<file path="src/alu_pkg.sv">
// Purpose: shared constants and types for the subtract/swap/xor/direction datapath
// Assumes: 8-bit data path, single core clock
// Notes: operation codes are local to this block
`default_nettype none
package alu_pkg;
    localparam int ALU_W = 8;                    // data width
    localparam int ALU_NIB = 4;                  // nibble width
    localparam logic [2:0] ALU_DIR_SEL_A = 3'h5; // port a direction select
    localparam logic [2:0] ALU_DIR_SEL_B = 3'h6; // port b direction select
    localparam logic [2:0] ALU_DIR_SEL_C = 3'h7; // port c direction select
    localparam logic [7:0] ALU_DIR_RESET = 8'hFF; // direction regs reset to input
    localparam logic [7:0] ALU_W_RESET = 8'h00;  // working register reset
    localparam logic ALU_DEST_W = 1'h0;          // destination bit: working reg

    // operation selector
    typedef enum logic [2:0] {
        ALU_OP_NONE = 3'b000,
        ALU_OP_SUBB = 3'b001,   // subtract_file_with_borrow_op
        ALU_OP_SWAP = 3'b010,   // nibble_exchange_op
        ALU_OP_DIR = 3'b011,    // load_port_direction_op
        ALU_OP_XORI = 3'b100,   // xor_immediate_op
        ALU_OP_XORF = 3'b101    // xor_file_op
    } alu_op_type;

    // status flags
    typedef struct packed {
        logic zero;
        logic digit_carry_flag;
        logic carry;
    } alu_flags_type;

    // one instruction request
    typedef struct packed {
        alu_op_type op;
        logic dest;              // 0 working reg, 1 file reg
        logic [7:0] file_val;    // addressed file register contents
        logic [7:0] literal;     // immediate or direction select in low bits
    } alu_req_type;
endpackage
`default_nettype wire

</file>
<file path="src/alu_exec.sv">
// Purpose: execute subtract-with-borrow, swap, xor and direction load
// Assumes: file register write-back handled by caller via file_we/file_wdata
// Notes: one instruction per cycle when req_valid is high
// Notes on behaviour
// - subtract: file minus w minus borrow
// - carry clear means borrow pending
// - dest 0 to w, 1 to file
// - swap nibbles, flags unchanged
// - w to direction reg 5,6,7
// - xor literal into w, zero only
// - xor file, routed by dest
`default_nettype none
module alu_exec (
    input wire logic clk,
    input wire logic sys_rst,
    input wire logic req_valid,
    input wire alu_pkg::alu_req_type req,
    output logic [7:0] w_reg,
    output alu_pkg::alu_flags_type flags,
    output logic file_we,
    output logic [7:0] file_wdata,
    output logic [7:0] port_a_direction_reg,
    output logic [7:0] port_b_direction_reg,
    output logic [7:0] port_c_direction_reg
);
    logic [7:0] result;              // datapath result
    alu_pkg::alu_flags_type new_flags; // flags from datapath
    logic [7:0] next_w_reg;
    alu_pkg::alu_flags_type next_flags;
    logic next_file_we;
    logic [7:0] next_file_wdata;
    logic [7:0] next_dir_a;
    logic [7:0] next_dir_b;
    logic [7:0] next_dir_c;
    logic has_dest;                  // op uses the destination bit

    // arithmetic and logic
    alu_core u_core (
        .req(req),
        .w_val(w_reg),
        .flags_in(flags),
        .result(result),
        .flags_out(new_flags)
    );

    // next-state selection
    always_comb begin
        next_w_reg = w_reg;
        next_flags = flags;
        next_file_we = 1'b0;
        next_file_wdata = file_wdata;
        next_dir_a = port_a_direction_reg;
        next_dir_b = port_b_direction_reg;
        next_dir_c = port_c_direction_reg;
        // subtract, swap and file xor honour the destination bit
        has_dest = (req.op == alu_pkg::ALU_OP_SUBB) || (req.op == alu_pkg::ALU_OP_SWAP)
                   || (req.op == alu_pkg::ALU_OP_XORF);
        // an idle cycle holds state and drops the write pulse
        if (req_valid) begin
            next_flags = new_flags;
            if (has_dest) begin
                if (req.dest == alu_pkg::ALU_DEST_W) begin
                    next_w_reg = result;
                end else begin
                    next_file_we = 1'b1;
                    next_file_wdata = result;
                end
            end else if (req.op == alu_pkg::ALU_OP_XORI) begin
                next_w_reg = result;
            end else if (req.op == alu_pkg::ALU_OP_DIR) begin
                // operand picks the port, no flag change
                if (req.literal[2:0] == alu_pkg::ALU_DIR_SEL_A) begin
                    next_dir_a = w_reg;
                end else if (req.literal[2:0] == alu_pkg::ALU_DIR_SEL_B) begin
                    next_dir_b = w_reg;
                end else if (req.literal[2:0] == alu_pkg::ALU_DIR_SEL_C) begin
                    next_dir_c = w_reg;
                end
            end
        end
    end

    // registers
    always_ff @(posedge clk) begin
        if (sys_rst) begin
            w_reg <= alu_pkg::ALU_W_RESET;
            flags <= '0;
            file_we <= 1'b0;
            file_wdata <= 8'h00;
            port_a_direction_reg <= alu_pkg::ALU_DIR_RESET;
            port_b_direction_reg <= alu_pkg::ALU_DIR_RESET;
            port_c_direction_reg <= alu_pkg::ALU_DIR_RESET;
        end else begin
            w_reg <= next_w_reg;
            flags <= next_flags;
            file_we <= next_file_we;
            file_wdata <= next_file_wdata;
            port_a_direction_reg <= next_dir_a;
            port_b_direction_reg <= next_dir_b;
            port_c_direction_reg <= next_dir_c;
        end
    end

    // checks
    subb_result_a: assert property (@(posedge clk) disable iff (sys_rst)
        req_valid && req.op == alu_pkg::ALU_OP_SUBB && !req.dest |=>
        w_reg == 8'($past(req.file_val) - $past(w_reg) - {7'h00, ~$past(flags.carry)}))
        else $error("subtract result wrong");
    subb_carry_a: assert property (@(posedge clk) disable iff (sys_rst)
        req_valid && req.op == alu_pkg::ALU_OP_SUBB && flags.carry
        && req.file_val >= w_reg |=> flags.carry)
        else $error("carry not set without borrow");
    dest_file_a: assert property (@(posedge clk) disable iff (sys_rst)
        req_valid && req.dest && req.op != alu_pkg::ALU_OP_XORI
        && req.op != alu_pkg::ALU_OP_DIR && req.op != alu_pkg::ALU_OP_NONE
        |=> file_we && $stable(w_reg))
        else $error("file destination not honoured");
    swap_flags_a: assert property (@(posedge clk) disable iff (sys_rst)
        req_valid && req.op == alu_pkg::ALU_OP_SWAP |=> $stable(flags)
        && (file_we ? file_wdata : w_reg) == {$past(req.file_val[3:0]), $past(req.file_val[7:4])})
        else $error("swap wrong");
    dir_load_a: assert property (@(posedge clk) disable iff (sys_rst)
        req_valid && req.op == alu_pkg::ALU_OP_DIR
        && req.literal[2:0] == alu_pkg::ALU_DIR_SEL_B
        |=> port_b_direction_reg == $past(w_reg) && $stable(flags))
        else $error("direction load wrong");
    xori_w_a: assert property (@(posedge clk) disable iff (sys_rst)
        req_valid && req.op == alu_pkg::ALU_OP_XORI
        |=> w_reg == ($past(w_reg) ^ $past(req.literal)) && flags.carry == $past(flags.carry))
        else $error("xor literal wrong");
    xorf_carry_a: assert property (@(posedge clk) disable iff (sys_rst)
        req_valid && req.op == alu_pkg::ALU_OP_XORF
        |=> $stable(flags.digit_carry_flag) && $stable(flags.carry))
        else $error("xor file touched carries");
    zero_flag_a: assert property (@(posedge clk) disable iff (sys_rst)
        req_valid && req.op == alu_pkg::ALU_OP_XORI && !req.dest
        |=> flags.zero == (w_reg == 8'h00))
        else $error("zero flag wrong");

    // further checks, each looks one edge after the request is taken
    // subtract to the file leaves w alone and pulses the write
    subb_file_a: assert property (@(posedge clk) disable iff (sys_rst)
        req_valid && req.op == alu_pkg::ALU_OP_SUBB && req.dest
        |=> file_we && $stable(w_reg)
        && file_wdata == 8'($past(req.file_val) - $past(w_reg) - {7'h00, ~$past(flags.carry)}))
        else $error("subtract file write wrong");

    // zero follows the subtract result
    subb_zero_a: assert property (@(posedge clk) disable iff (sys_rst)
        req_valid && req.op == alu_pkg::ALU_OP_SUBB
        |=> flags.zero
        == (8'($past(req.file_val) - $past(w_reg) - {7'h00, ~$past(flags.carry)}) == 8'h00))
        else $error("subtract zero flag wrong");

    // digit carry is the no-borrow out of the low nibble
    subb_digit_a: assert property (@(posedge clk) disable iff (sys_rst)
        req_valid && req.op == alu_pkg::ALU_OP_SUBB
        |=> flags.digit_carry_flag == ({1'b0, $past(req.file_val[3:0])}
        >= {1'b0, $past(w_reg[3:0])} + {4'h0, ~$past(flags.carry)}))
        else $error("digit carry wrong");

    // a pending borrow with f not above w borrows again
    subb_borrow_a: assert property (@(posedge clk) disable iff (sys_rst)
        req_valid && req.op == alu_pkg::ALU_OP_SUBB && !flags.carry
        && req.file_val <= w_reg |=> !flags.carry)
        else $error("borrow lost");

    // a w destination never raises the file write
    dest_work_a: assert property (@(posedge clk) disable iff (sys_rst)
        req_valid && !req.dest && (req.op == alu_pkg::ALU_OP_SUBB
        || req.op == alu_pkg::ALU_OP_SWAP || req.op == alu_pkg::ALU_OP_XORF)
        |=> !file_we && $stable(file_wdata))
        else $error("w destination wrote the file");

    // port a load leaves the other ports and w alone
    dir_port_a_a: assert property (@(posedge clk) disable iff (sys_rst)
        req_valid && req.op == alu_pkg::ALU_OP_DIR
        && req.literal[2:0] == alu_pkg::ALU_DIR_SEL_A
        |=> port_a_direction_reg == $past(w_reg) && $stable(port_b_direction_reg)
        && $stable(port_c_direction_reg) && $stable(w_reg))
        else $error("port a direction load wrong");

    // port c load leaves the other ports alone
    dir_port_c_a: assert property (@(posedge clk) disable iff (sys_rst)
        req_valid && req.op == alu_pkg::ALU_OP_DIR
        && req.literal[2:0] == alu_pkg::ALU_DIR_SEL_C
        |=> port_c_direction_reg == $past(w_reg) && $stable(port_a_direction_reg)
        && $stable(port_b_direction_reg) && $stable(flags))
        else $error("port c direction load wrong");

    // selects below port a change nothing at all
    dir_reject_a: assert property (@(posedge clk) disable iff (sys_rst)
        req_valid && req.op == alu_pkg::ALU_OP_DIR
        && req.literal[2:0] < alu_pkg::ALU_DIR_SEL_A
        |=> $stable(port_a_direction_reg) && $stable(port_b_direction_reg)
        && $stable(port_c_direction_reg) && $stable(w_reg) && $stable(flags) && !file_we)
        else $error("bad direction select changed state");

    // file xor into w
    xorf_work_a: assert property (@(posedge clk) disable iff (sys_rst)
        req_valid && req.op == alu_pkg::ALU_OP_XORF && !req.dest
        |=> w_reg == ($past(w_reg) ^ $past(req.file_val)) && !file_we)
        else $error("xor file to w wrong");

    // file xor back into the file
    xorf_file_a: assert property (@(posedge clk) disable iff (sys_rst)
        req_valid && req.op == alu_pkg::ALU_OP_XORF && req.dest
        |=> file_we && $stable(w_reg)
        && file_wdata == ($past(w_reg) ^ $past(req.file_val)))
        else $error("xor file to file wrong");

    // zero follows the file xor result
    xorf_zero_a: assert property (@(posedge clk) disable iff (sys_rst)
        req_valid && req.op == alu_pkg::ALU_OP_XORF
        |=> flags.zero == (($past(w_reg) ^ $past(req.file_val)) == 8'h00))
        else $error("xor file zero flag wrong");

    // literal xor ignores dest and leaves both carries
    xori_nofile_a: assert property (@(posedge clk) disable iff (sys_rst)
        req_valid && req.op == alu_pkg::ALU_OP_XORI
        |=> !file_we && $stable(flags.carry) && $stable(flags.digit_carry_flag))
        else $error("xor literal touched file or carries");
endmodule
`default_nettype wire

</file>
<file path="src/alu_core.sv">
// Purpose: pure combinational result and flag generation
// Assumes: operands stable for the cycle
// Notes: instantiated by alu_exec
`default_nettype none
module alu_core (
    input wire alu_pkg::alu_req_type req,
    input wire logic [7:0] w_val,
    input wire alu_pkg::alu_flags_type flags_in,
    output logic [7:0] result,
    output alu_pkg::alu_flags_type flags_out
);
    logic [8:0] diff;      // 9-bit difference, bit 8 is not-borrow
    logic [4:0] low_diff;  // low nibble difference
    logic borrow_in;       // 1 when a borrow is pending

    // compute result and flags per operation
    always_comb begin
        borrow_in = ~flags_in.carry;
        diff = {1'b0, req.file_val} + {1'b0, ~w_val} + {8'h00, ~borrow_in};
        low_diff = {1'b0, req.file_val[3:0]} + {1'b0, ~w_val[3:0]} + {4'h0, ~borrow_in};
        result = 8'h00;
        flags_out = flags_in;
        unique case (req.op)
            alu_pkg::ALU_OP_SUBB: begin
                result = diff[7:0];
                flags_out.carry = diff[8];
                flags_out.digit_carry_flag = low_diff[4];
                flags_out.zero = (diff[7:0] == 8'h00);
            end
            alu_pkg::ALU_OP_SWAP: begin
                // flags untouched
                result = {req.file_val[3:0], req.file_val[7:4]};
            end
            alu_pkg::ALU_OP_XORI: begin
                result = w_val ^ req.literal;
                flags_out.zero = ((w_val ^ req.literal) == 8'h00);
            end
            alu_pkg::ALU_OP_XORF: begin
                result = w_val ^ req.file_val;
                flags_out.zero = ((w_val ^ req.file_val) == 8'h00);
            end
            default: begin
                result = w_val; // direction load and idle pass w
            end
        endcase
    end
endmodule
`default_nettype wire

</file>
<file path="config.mk">
export PLATFORM = sky130hd
export DESIGN_NAME = alu_exec
export DESIGN_NICKNAME = d
export VERILOG_FILES = /design/src/alu_pkg.sv /design/src/alu_exec.sv /design/src/alu_core.sv
export SDC_FILE = /design/constraint.sdc
export NUM_CORES = 1
export LEC_CHECK = 0
export ABC_AREA = 1
export BUFFER_PORTS_ARGS = -buffer_cell sky130_fd_sc_hd__buf_2
export CORE_ASPECT_RATIO = 0.5
export CORE_MARGIN = 2
export CORE_UTILIZATION = 40
export CTS_CLUSTER_DIAMETER = 100
export DETAILED_ROUTE_END_ITERATION = 16
export PLACE_DENSITY = 0.63
export SLEW_MARGIN = 20
export SYNTH_ARGS = -nofsm -noshare
export SYNTH_HDL_FRONTEND = slang
export SYNTH_SLANG_ARGS = --single-unit
</file>
<file path="constraint.sdc">
create_clock -name clk -period 1.65 [get_ports clk]
set_input_delay 0 -clock clk [delete_from_list [all_inputs] [get_ports clk]]
set_output_delay 0 -clock clk [all_outputs]
set_load 0.01 [all_outputs]
</file>
# Word level (Yosys, flattened, before mapping)

Index checks and enable logic that the tools add are counted.

Add/sub/neg operators: 4
Bitwise gates (word level): 9
Mux-type cells: 6
Equality and inequality tests: 9
Divide/modulo/power cells: 0
Magnitude comparators: 0
Shifts and indexed selects: 0
Multipliers: 0
Reduce and logical (&&, ||, !) cells: 15

Operator list:

| kind                                                             | number |
|---|---|
| 8-bit one-hot mux with 4 select lines                            | 1 |
| 8-bit logical NOT                                                | 3 |
| 8-bit 2-to-1 mux                                                 | 3 |
| 8-bit XOR                                                        | 2 |
| 3-bit == test (second input constant)                            | 5 |
| 8-bit by 8-bit adder with 9-bit output                           | 1 |
| 9-bit by 1-bit adder with 9-bit output                           | 1 |
| 8-bit NOT                                                        | 1 |
| 7-bit AND reduction                                              | 1 |
| 3-bit by 2-bit == test with 1-bit output (second input constant) | 2 |
| 3-bit AND reduction                                              | 2 |
| 6-bit AND reduction                                              | 1 |
| 4-bit by 4-bit adder with 5-bit output                           | 1 |
| 5-bit by 1-bit adder with 5-bit output                           | 1 |
| 1-bit NOT                                                        | 5 |
| 5-bit AND reduction                                              | 1 |
| 4-bit NOT                                                        | 1 |
| 2-bit AND reduction                                              | 2 |
| 3-bit by 1-bit == test with 1-bit output (second input constant) | 1 |
| 1-bit one-hot mux with 3 select lines                            | 1 |
| 3-bit nonzero test                                               | 1 |
| 3-bit OR reduction                                               | 1 |
| 1-bit logical OR                                                 | 2 |
| 2-bit != test (second input constant)                            | 1 |
| 2 further kinds                                                  | 2 |

Bits in latches: 0
Bits in writable memories: 0
Bits of input ports: 23
Memories: 0
Word-level logic and storage cells: 52
Output and inout bits: 44
Bits in registers: 44
ROM bits: 0

# Depth between registers and ports, before layout

Gate-level depths: netlist of the first run.

Depth after elaboration: 6
Gate-level depth with buffers: 14
Gate-level depth less buffers: 14

# Modules after synthesis

Synthesis of the first run repeated with hierarchy kept, for this count alone.

Cell total of the unflattened synthesis: 395
Area total of the unflattened synthesis: 2667.6 um^2

By module, submodules not included:

| module   | sequential area each (um^2) | cells each | instances | area each (um^2) |
|---|---|---|---|---|
| alu_exec | 880.8                       | 221        | 1         | 1734.2 |
| alu_core | 0.0                         | 174        | 1         | 933.4 |

# Worst setup path after synthesis of the first run

No wires, ideal clock.

Path type: reg2reg
From: reg flags[0] (netlist bit)
To: reg flags[2] (netlist bit)
Arrival: 1.831 ns
Data required time: 1.580 ns
Buffers on the path: 0
Stages on the path, launching flop included: 12
Period minus slack after synthesis: 1.901 ns
Slack: -0.251 ns
Setup time: 0.070 ns
Path through: dfxtp_1 -> inv_1 -> fa_1 -> inv_1 -> fa_1 -> inv_1 -> nand3_1 -> a21oi_1 -> nand3_1 -> nor2_1 -> nand2_1 -> a21oi_1

Cells in the longest elaborated chain, start to end: 3

RTL lines:

| what                                   | RTL line       | text |
|---|---|---|
| from (decl)                            | alu_exec.sv:19 | `output alu_pkg::alu_flags_type flags,` |
| from (signal assigned)                 | alu_exec.sv:95 | `flags <= next_flags;` |
| 9-bit by 1-bit adder with 9-bit output | alu_core.sv:19 | `diff = {1'b0, req.file_val} + {1'b0, ~w_val} + {8'h00, ~borrow_in};` |
| 8-bit logical NOT                      | alu_core.sv:28 | `flags_out.zero = (diff[7:0] == 8'h00);` |
| 1-bit one-hot mux with 3 select lines  | alu_core.sv:23 | `unique case (req.op)` |

Every way passes these cells.
A chain may end at the register's enable or synchronous reset.

# Worst setup path after layout of the first run

From: reg w_reg[0]
To: reg flags[2] (netlist bit)

Cells in the longest elaborated chain, start to end: 5
Elaborated cells on any way between the ends: 9
Classes of those cells: add/sub: 2; mux: 1; bitwise: 3; reduce/logical: 3

RTL lines:

| what                                    | RTL line       | text |
|---|---|---|
| from (decl)                             | alu_exec.sv:18 | `output logic [7:0] w_reg,` |
| from (signal assigned)                  | alu_exec.sv:86 | `w_reg <= alu_pkg::ALU_W_RESET;` |
| from (signal assigned)                  | alu_exec.sv:94 | `w_reg <= next_w_reg;` |
| 8-bit NOT                               | alu_core.sv:19 |  |
| 8-bit by 8-bit adder with 9-bit output  | alu_core.sv:19 |  |
| 9-bit by 1-bit adder with 9-bit output  | alu_core.sv:19 |  |
| 8-bit logical NOT                       | alu_core.sv:28 |  |
| 1-bit one-hot mux with 3 select lines * | alu_core.sv:23 |  |

Every way passes the cells marked *; elsewhere a longest branch is shown, timed or not.

==> results of run 1 <==
[metrics by stage]
stage          hold WS [ps]  utilization (%)  power [mW]
3_5_place_dp          339.8            53.29       1.865
3_3_place_gp          322.3            53.29       1.861
2_1_floorplan         164.2                -       1.535
4_1_cts               26.50            58.02       3.129
5_1_grt               58.84            60.08       3.358
6_report              25.44            60.08       3.205
[worst max-delay path, cell delays in order (launching register included)]
cell and delay, ps:
dfxtp_4 350, fa_2 350, inv_2 80, fa_2 430, inv_2 80, nand3_2 80, a21oi_2 120, nand3_1 80
nor2_1 80, nand2_1 70, a21oi_2 120
[layer usage]
| layer | global-route usage [%] | vias to the layer above |
|---|---|---|
| met4 | 6.387 | 0 |
| li1 | - | 1451 |
| met2 | 38.51 | 99 |
| met3 | 6.094 | 16 |
| met1 | 33.48 | 1259 |
| met5 | 0 | - |
[Yosys cell counts]
cell | n | area share [%]
o211ai_1 | 24 | 7.0
nand2_2 | 1 | 0.24
o21bai_1 | 1 | 0.29
nand3_2 | 1 | 0.39
ha_1 | 8 | 3.9
nand3b_1 | 1 | 0.29
inv_2 | 3 | 0.44
nor2_1 | 46 | 6.7
nand4_1 | 3 | 0.73
nand4_4 | 2 | 1.7
a21oi_1 | 14 | 2.7
nor4_4 | 1 | 0.83
or2_2 | 1 | 0.24
nor3_1 | 3 | 0.59
o22ai_1 | 1 | 0.24
a31oi_1 | 1 | 0.24
o211ai_2 | 1 | 0.49
buf_6 | 3 | 1.3
clkbuf_1 | 4 | 0.59
nor2_2 | 1 | 0.24
nand2_1 | 110 | 16
nand3_4 | 1 | 0.68
inv_1 | 54 | 7.9
fa_1 | 2 | 1.6
dfxtp_1 | 44 | 34
buf_2 | 1 | 0.19
o21ai_0 | 18 | 3.5
xnor2_1 | 1 | 0.34
xor2_1 | 2 | 0.68
nand3_1 | 28 | 5.5
[repair_timing]
action	4_1_cts	5_1_grt
cloned	0	0
hold endpoints to repair	0	0
endpoints found under the setup margin	15	17
gates resized for setup	26	26
pin swaps	13	16
setup buffers	2	5
[layout make-up]
| type | count | area [sq um] |
|---|---|---|
| Fill cell | 602 | 2447 |
| Multi-Input combinational cell | 272 | 1609 |
| Sequential cell | 44 | 885.9 |
| Timing Repair Buffer | 112 | 686.9 |
| Inverter | 57 | 214.0 |
| Clock buffer | 6 | 138.9 |
| Tap cell | 88 | 110.1 |
| Clock inverter | 2 | 38.79 |
[logic make-up after synthesis]
logic type	after synthesis	synth area share (%)
flip-flops	44	34.34
AO/OA/AOI/OAI	60	14.54
buffers and inverters	65	10.44
adder cells (fa/ha/maj)	10	5.464
AND/OR/NAND/NOR	199	34.20
XOR/XNOR	3	1.025
[power by group]
| part | internal [mW] | leakage [nW] | switching (mW) |
|---|---|---|---|
| Combinational | 0.367 | 1.49 | 0.527 |
| Sequential | 1.10 | 0.359 | 0.0171 |
| Clock | 0.759 | 0.0871 | 0.441 |
| Total | 2.22 | 1.94 | 0.984 |
[path summary, 6_finish.rpt]
path,endpoint,start,depth (start not counted)
worst min register to register,file_wdata[3]$_SDFFE_PP0P_,file_wdata[3]$_SDFFE_PP0P_,2
worst max register to register,flags[2]$_SDFFE_PP0P_,w_reg[0]$_SDFFE_PP0P_,10
worst max-delay path,flags[2]$_SDFFE_PP0P_,w_reg[0]$_SDFFE_PP0P_,10
worst min-delay path,file_wdata[4]$_SDFFE_PP0P_,sys_rst,2
==> results by group, run 1 <==
Finish
  – Most frequent cells in the layout: nand2_1 (99), buf_2 (66), inv_1 (50), buf_4 (43)
  – Share of cells above drive strength 1: between 30% and 40%
  – Non-filler cells, final: between 500 and 600
  – Area Overhead vs Synth: 43.61%
  – Most common cell after layout, fill and taps aside: nand2_1
  – ANT cells: 0
  – Post-layout instance area: between 0.003 and 0.004 sq mm
  – Fin nets: 525

Routing
  – M1 WL: 4015 um
  – Met2 routed WL: about 3600 um
  – Routed vias/inst: 4.862
  – Max layer used: met4
  – Iteration-0 DRC Markers: between 200 and 250
  – DR WL met3: roughly 560 um
  – Average routed wire per standard cell: ~14 um
  – ANT nets after route: 0
  – Routed vias: 2,825
  – Pre-Repair DR Iteration Count: 4
  – DRC: 0
  – Total wire length: between 8000 and 9000 um

Timing
  – Setup WS post-layout: -251.0 ps
  – Post-route minimum period: approximately 1900 ps
  – Final clock skew: 4.810 ps
  – Fmax achieved: 526.0 MHz
  – RSZ-0062 raised after global routing: yes
  – Worst-Margin Slew: approximately 480 ps
  – Final period util: 115.2%
  – Rel. slew slack: approximately two thirds
  – Post-Route Setup TNS: -1875 ps
  – Final hold violation count: 0
  – Setup-failing EPs final: 15
  – Pins Over Slew Limit: 0

Synthesis
  – Sequential share of the synthesized area: roughly a third
  – Syn nets: 414
  – Synth warnings: 0
  – Cells after synthesis: approximately 380
  – Yosys cell types: 30
  – Post-Syn Area: 0.002565 sq mm
  – Flops & latches, synth: 44
  – Synth Area per Inst: 6.732 sq um

CTS
  – Clock root buffer: clkbuf_16
  – Inserted Clock Buffers: 5
  – Post-CTS Hold Buffers: 0
  – Clk slew on worst S/H paths: about 70 ps
  – Htree depth: 2
  – CTS Sinks: 44
  – TritonCTS clock tree: built
  – Clock Latency Late Sink: around 290 ps
  – Bufs on Longest Clock Path: 2

Die
  – FP Rows: 20
  – Height of the chip: ~61 um
  – Die Area: approximately 0.007 sq mm
  – I/O pin total: between 60 and 70
  – Initial Util: 41.84%
  – Chip width: 117.2 um
  – Core area: between 0.006 and 0.007 sq mm

Placed design
  – Placed insts: 568
  – Worst slack, placed: -206.6 ps
  – Port-buffer cells: 66
  – GP Congestion: approximately 0.9
  – DP Wirelength: 6266 um
  – Placed Area: ~0.0033 sq mm

Critical path
  – R2R Setup Slk: -250 ps
  – CP Capture Type: flip-flop
  – CP startpoint kind: flip-flop
  – Critical Path Fanout Max: 2
  – Critical Path RT: 1880 ps
  – Crit path DAT: ~2100 ps
  – WS Path Type: reg2reg

Run status
  – Status: finished, violations left
  – Failing checks: setup timing

GRT
  – First-pass GRT wire length: about 13,000 um
  – Total congestion overflow: 0
  – Vias in the first global route: between 2,000 and 3,000
  – Global Route Usage Sum: between 20% and 30%
  – Initial antenna violation count: 0
  – Largest net degree at the start of global routing: 17

Power and ir drop
  – Maximum VDD drop: 0.0005954 V
  – Static power due to leakage: 1.940 nW
  – Pwr dens: 870.1 mW/mm^2

Flow run
  – Max Cap Violations: 0

Min path
  – Hold WC Path Type: in2reg
Power figures use the tool's default switching activity.
==> run 2, diff against run 1 <==
--- a/config.mk
+++ b/config.mk
@@ -10,7 +10,7 @@
 export CORE_ASPECT_RATIO = 0.5
-export CORE_MARGIN = 2
-export CORE_UTILIZATION = 40
+export CORE_MARGIN = 4
+export CORE_UTILIZATION = 48
 export CTS_CLUSTER_DIAMETER = 100
 export DETAILED_ROUTE_END_ITERATION = 16
-export PLACE_DENSITY = 0.63
+export PLACE_DENSITY = 0.73
 export SLEW_MARGIN = 20
==> constraint.sdc (replaced) <==
create_clock -name clk -period 1.65 [get_ports clk]
set_input_delay 0.33 -clock clk [delete_from_list [all_inputs] [get_ports clk]]
set_output_delay 0.33 -clock clk [all_outputs]
set_load 0.01 [all_outputs]
==> run 2 against run 1 <==
Net effect:
- the flow still finishes with violations (setup timing)
- critical endpoint is now file_wdata[1]$_SDFFE_PP0P_
- core utilization is 13 points higher
- sequential share of layout area is 0.061 points lower
- clock power is 26% lower
- flip-flop and latch count stayed put
- design area is 0.68% higher
- first-iteration DRC count is 2.6% higher
- critical path depth stayed put
- hold slack better by 320 ps
- sequential power hardly changed
- die area is 6.5% lower
- largest cell class unchanged
- worst setup slack worse by 110 ps
==> results by group, run 2 (synthesis gave the netlist of run 1 again) <==
Run status
  – Status: finished, violations left (unchanged)
  – Failing checks: setup timing (unchanged)

Critical path
  – Critical Path RT: 1860 ps (was 1880 ps)
  – WS Path Type: reg2reg (unchanged)
  – Crit path DAT: 2220 ps (was 2130 ps)
  – CP startpoint kind: flip-flop (unchanged)
  – Critical Path Fanout Max: 2 (unchanged)
  – CP Capture Type: flip-flop (unchanged)

GRT
  – Met3 Usage GRT: 6.471% (was 6.094%)
  – Global Route Usage Sum: 26.49% (was 24.27%)
  – Vias in the first global route: 2,847 (was 2,601)
  – GR peak layer: met2 (unchanged)
  – Met2 GRT Util: 42.76% (was 38.51%)
  – Total congestion overflow: 0 (unchanged)
  – Largest net degree at the start of global routing: 33 (was 17)
  – First-pass GRT wire length: 13,610 um (was 12,720 um)
  – Met1 Resource Use GR: 36.89% (was 33.48%)
  – Initial antenna violation count: 0 (unchanged)

CTS
  – Htree depth: 2 (unchanged)
  – Bufs on Longest Clock Path: 2 (unchanged)
  – Clock root buffer: clkbuf_8 (was clkbuf_16)
  – CTS Sinks: 44 (unchanged)
  – Clk slew on worst S/H paths: 90 ps (was 70 ps)
  – TritonCTS clock tree: built (unchanged)
  – Inserted Clock Buffers: 5 (unchanged)
  – Clock Latency Late Sink: 310 ps (was 290 ps)

Placed design
  – Placed Area: 0.003324 sq mm (was 0.003267 sq mm)
  – Port-buffer cells: 66 (unchanged)
  – GP Congestion: 0.8885 (was 0.9276)
  – DP Wirelength: 6805 um (was 6266 um)

Timing
  – Pins Over Slew Limit: 0 (unchanged)
  – Rel. slew slack: 78.54% (was 68.29%)
  – Final clock skew: 7.273 ps (was 4.810 ps)
  – Post-route minimum period: 2016 ps (was 1901 ps)
  – RSZ-0062 raised after global routing: yes (unchanged)
  – Fin Hold WS: 345.1 ps (was 25.44 ps)
  – Setup WS post-layout: -365.7 ps (was -251.0 ps)
  – Worst-Margin Slew: 319.5 ps (was 475.1 ps)
  – Fmax achieved: 496.1 MHz (was 526.0 MHz)
  – Final period util: 122.2% (was 115.2%)
  – Final hold violation count: 0 (unchanged)
  – Setup-failing EPs final: 10 (was 15)
  – Post-Route Setup TNS: -2150 ps (was -1875 ps)

Finish
  – ANT cells: 0 (unchanged)
  – Post-layout instance area: 0.003709 sq mm (was 0.003684 sq mm)
  – Most frequent cells in the layout: nand2_1 (96), buf_2 (66), buf_4 (52), inv_1 (47), nor2_1 (45) (was nand2_1 (99), buf_2 (66), inv_1 (50), buf_4 (43))
  – Fin nets: 533 (was 525)
  – Share of cells above drive strength 1: 38.52% (was 35.70%)
  – Most common cell after layout, fill and taps aside: nand2_1 (unchanged)
  – Area Overhead vs Synth: 44.59% (was 43.61%)

Die
  – Die Area: 0.006648 sq mm (was 0.007108 sq mm)
  – Core area: 0.005045 sq mm (was 0.006131 sq mm)
  – Height of the chip: 59.69 um (was 60.63 um)
  – FP Rows: 18 (was 20)
  – Chip width: 111.4 um (was 117.2 um)
  – I/O pin total: 67 (unchanged)
  – Initial Util: 50.84% (was 41.84%)

Routing
  – Routed vias/inst: 5.270 (was 4.862)
  – Average routed wire per standard cell: 15.48 um (was 14.23 um)
  – Iteration-0 DRC Markers: 234 (was 228)
  – Routed vias: 3,009 (was 2,825)
  – Pre-Repair DR Iteration Count: 5 (was 4)
  – Total wire length: 8837 um (was 8270 um)
  – DRC: 0 (unchanged)
  – ANT nets after route: 0 (unchanged)

Power and ir drop
  – Maximum VDD drop: 0.0006191 V (was 0.0005954 V)
  – Pwr dens: 793.5 mW/mm^2 (was 870.1 mW/mm^2)
  – Static power due to leakage: 1.964 nW (was 1.940 nW)

Min path
  – Hold WC Path Type: in2reg (unchanged)

Flow run
  – Max Cap Violations: 0 (unchanged)
==> run 2: worst max-delay path, cell delays in order (launching register included) <==
cell	delay (ps)
dfxtp_4	370
fa_2	380
inv_2	70
fa_2	440
inv_2	70
buf_4	100
o21ai_2	50
nor2_1	120
nand2_1	130
o21ai_1	140
inv_1	50
==> run 2: routing by layer <==
| layer | up-vias | share of wire, % |
|---|---|---|
| li1 | 1469 | - |
| met4 | 0 | 1.4 |
| met5 | - | 0 |
| met3 | 16 | 8.7 |
| met1 | 1405 | 46 |
| met2 | 119 | 44 |
==> run 2: path summary, 6_finish.rpt <==
path / startpoint / end / slack [ps] / depth (start not counted)
worst max-delay path: w_reg[0]$_SDFFE_PP0P_ / file_wdata[1]$_SDFFE_PP0P_ / -370 / 10
worst min-delay path: sys_rst / file_wdata[3]$_SDFFE_PP0P_ / 350 / 2
worst max register to register: w_reg[0]$_SDFFE_PP0P_ / file_wdata[1]$_SDFFE_PP0P_ / -370 / 10
worst min register to register: port_c_direction_reg[1]$_SDFFE_PP1P_ / port_c_direction_reg[1]$_SDFFE_PP1P_ / 470 / 2
==> run 2: what timing repair did <==
item | CTS | global route
resized for setup | 19 | 39
hold buffers | 0 | 0
pin swaps | 12 | 29
setup buffers | 1 | 5
setup endpoints to repair | 14 | 17
==> run 2: through the flow <==
stage	utilization, %	cells	power (mW)	setup WS (ps)
floorplan	-	381	1.535	-162.7
global placement	65.90	559	1.882	-383.3
detailed placement	65.90	559	1.893	-441.6
CTS	70.19	568	2.828	-290.8
global route	73.51	571	3.071	-415.5
finish	73.51	571	2.943	-365.7
==> run 2: area by class of cell <==
type,instances,area [sq um]
clock buffer,6,82.58
clock inverter,2,38.79
fill,412,1336
inverter,57,214.0
multi-input combinational,272,1644
sequential,44,889.6
tap,70,87.58
timing repair buffer,120,752.0
==> run 2: report_power, final <==
group	switching, mW	internal (mW)	leakage, nW
Combinational	0.540	0.393	1.54
Sequential	0.0217	1.10	0.360
Clock	0.397	0.495	0.0614
Total	0.958	1.98	1.96
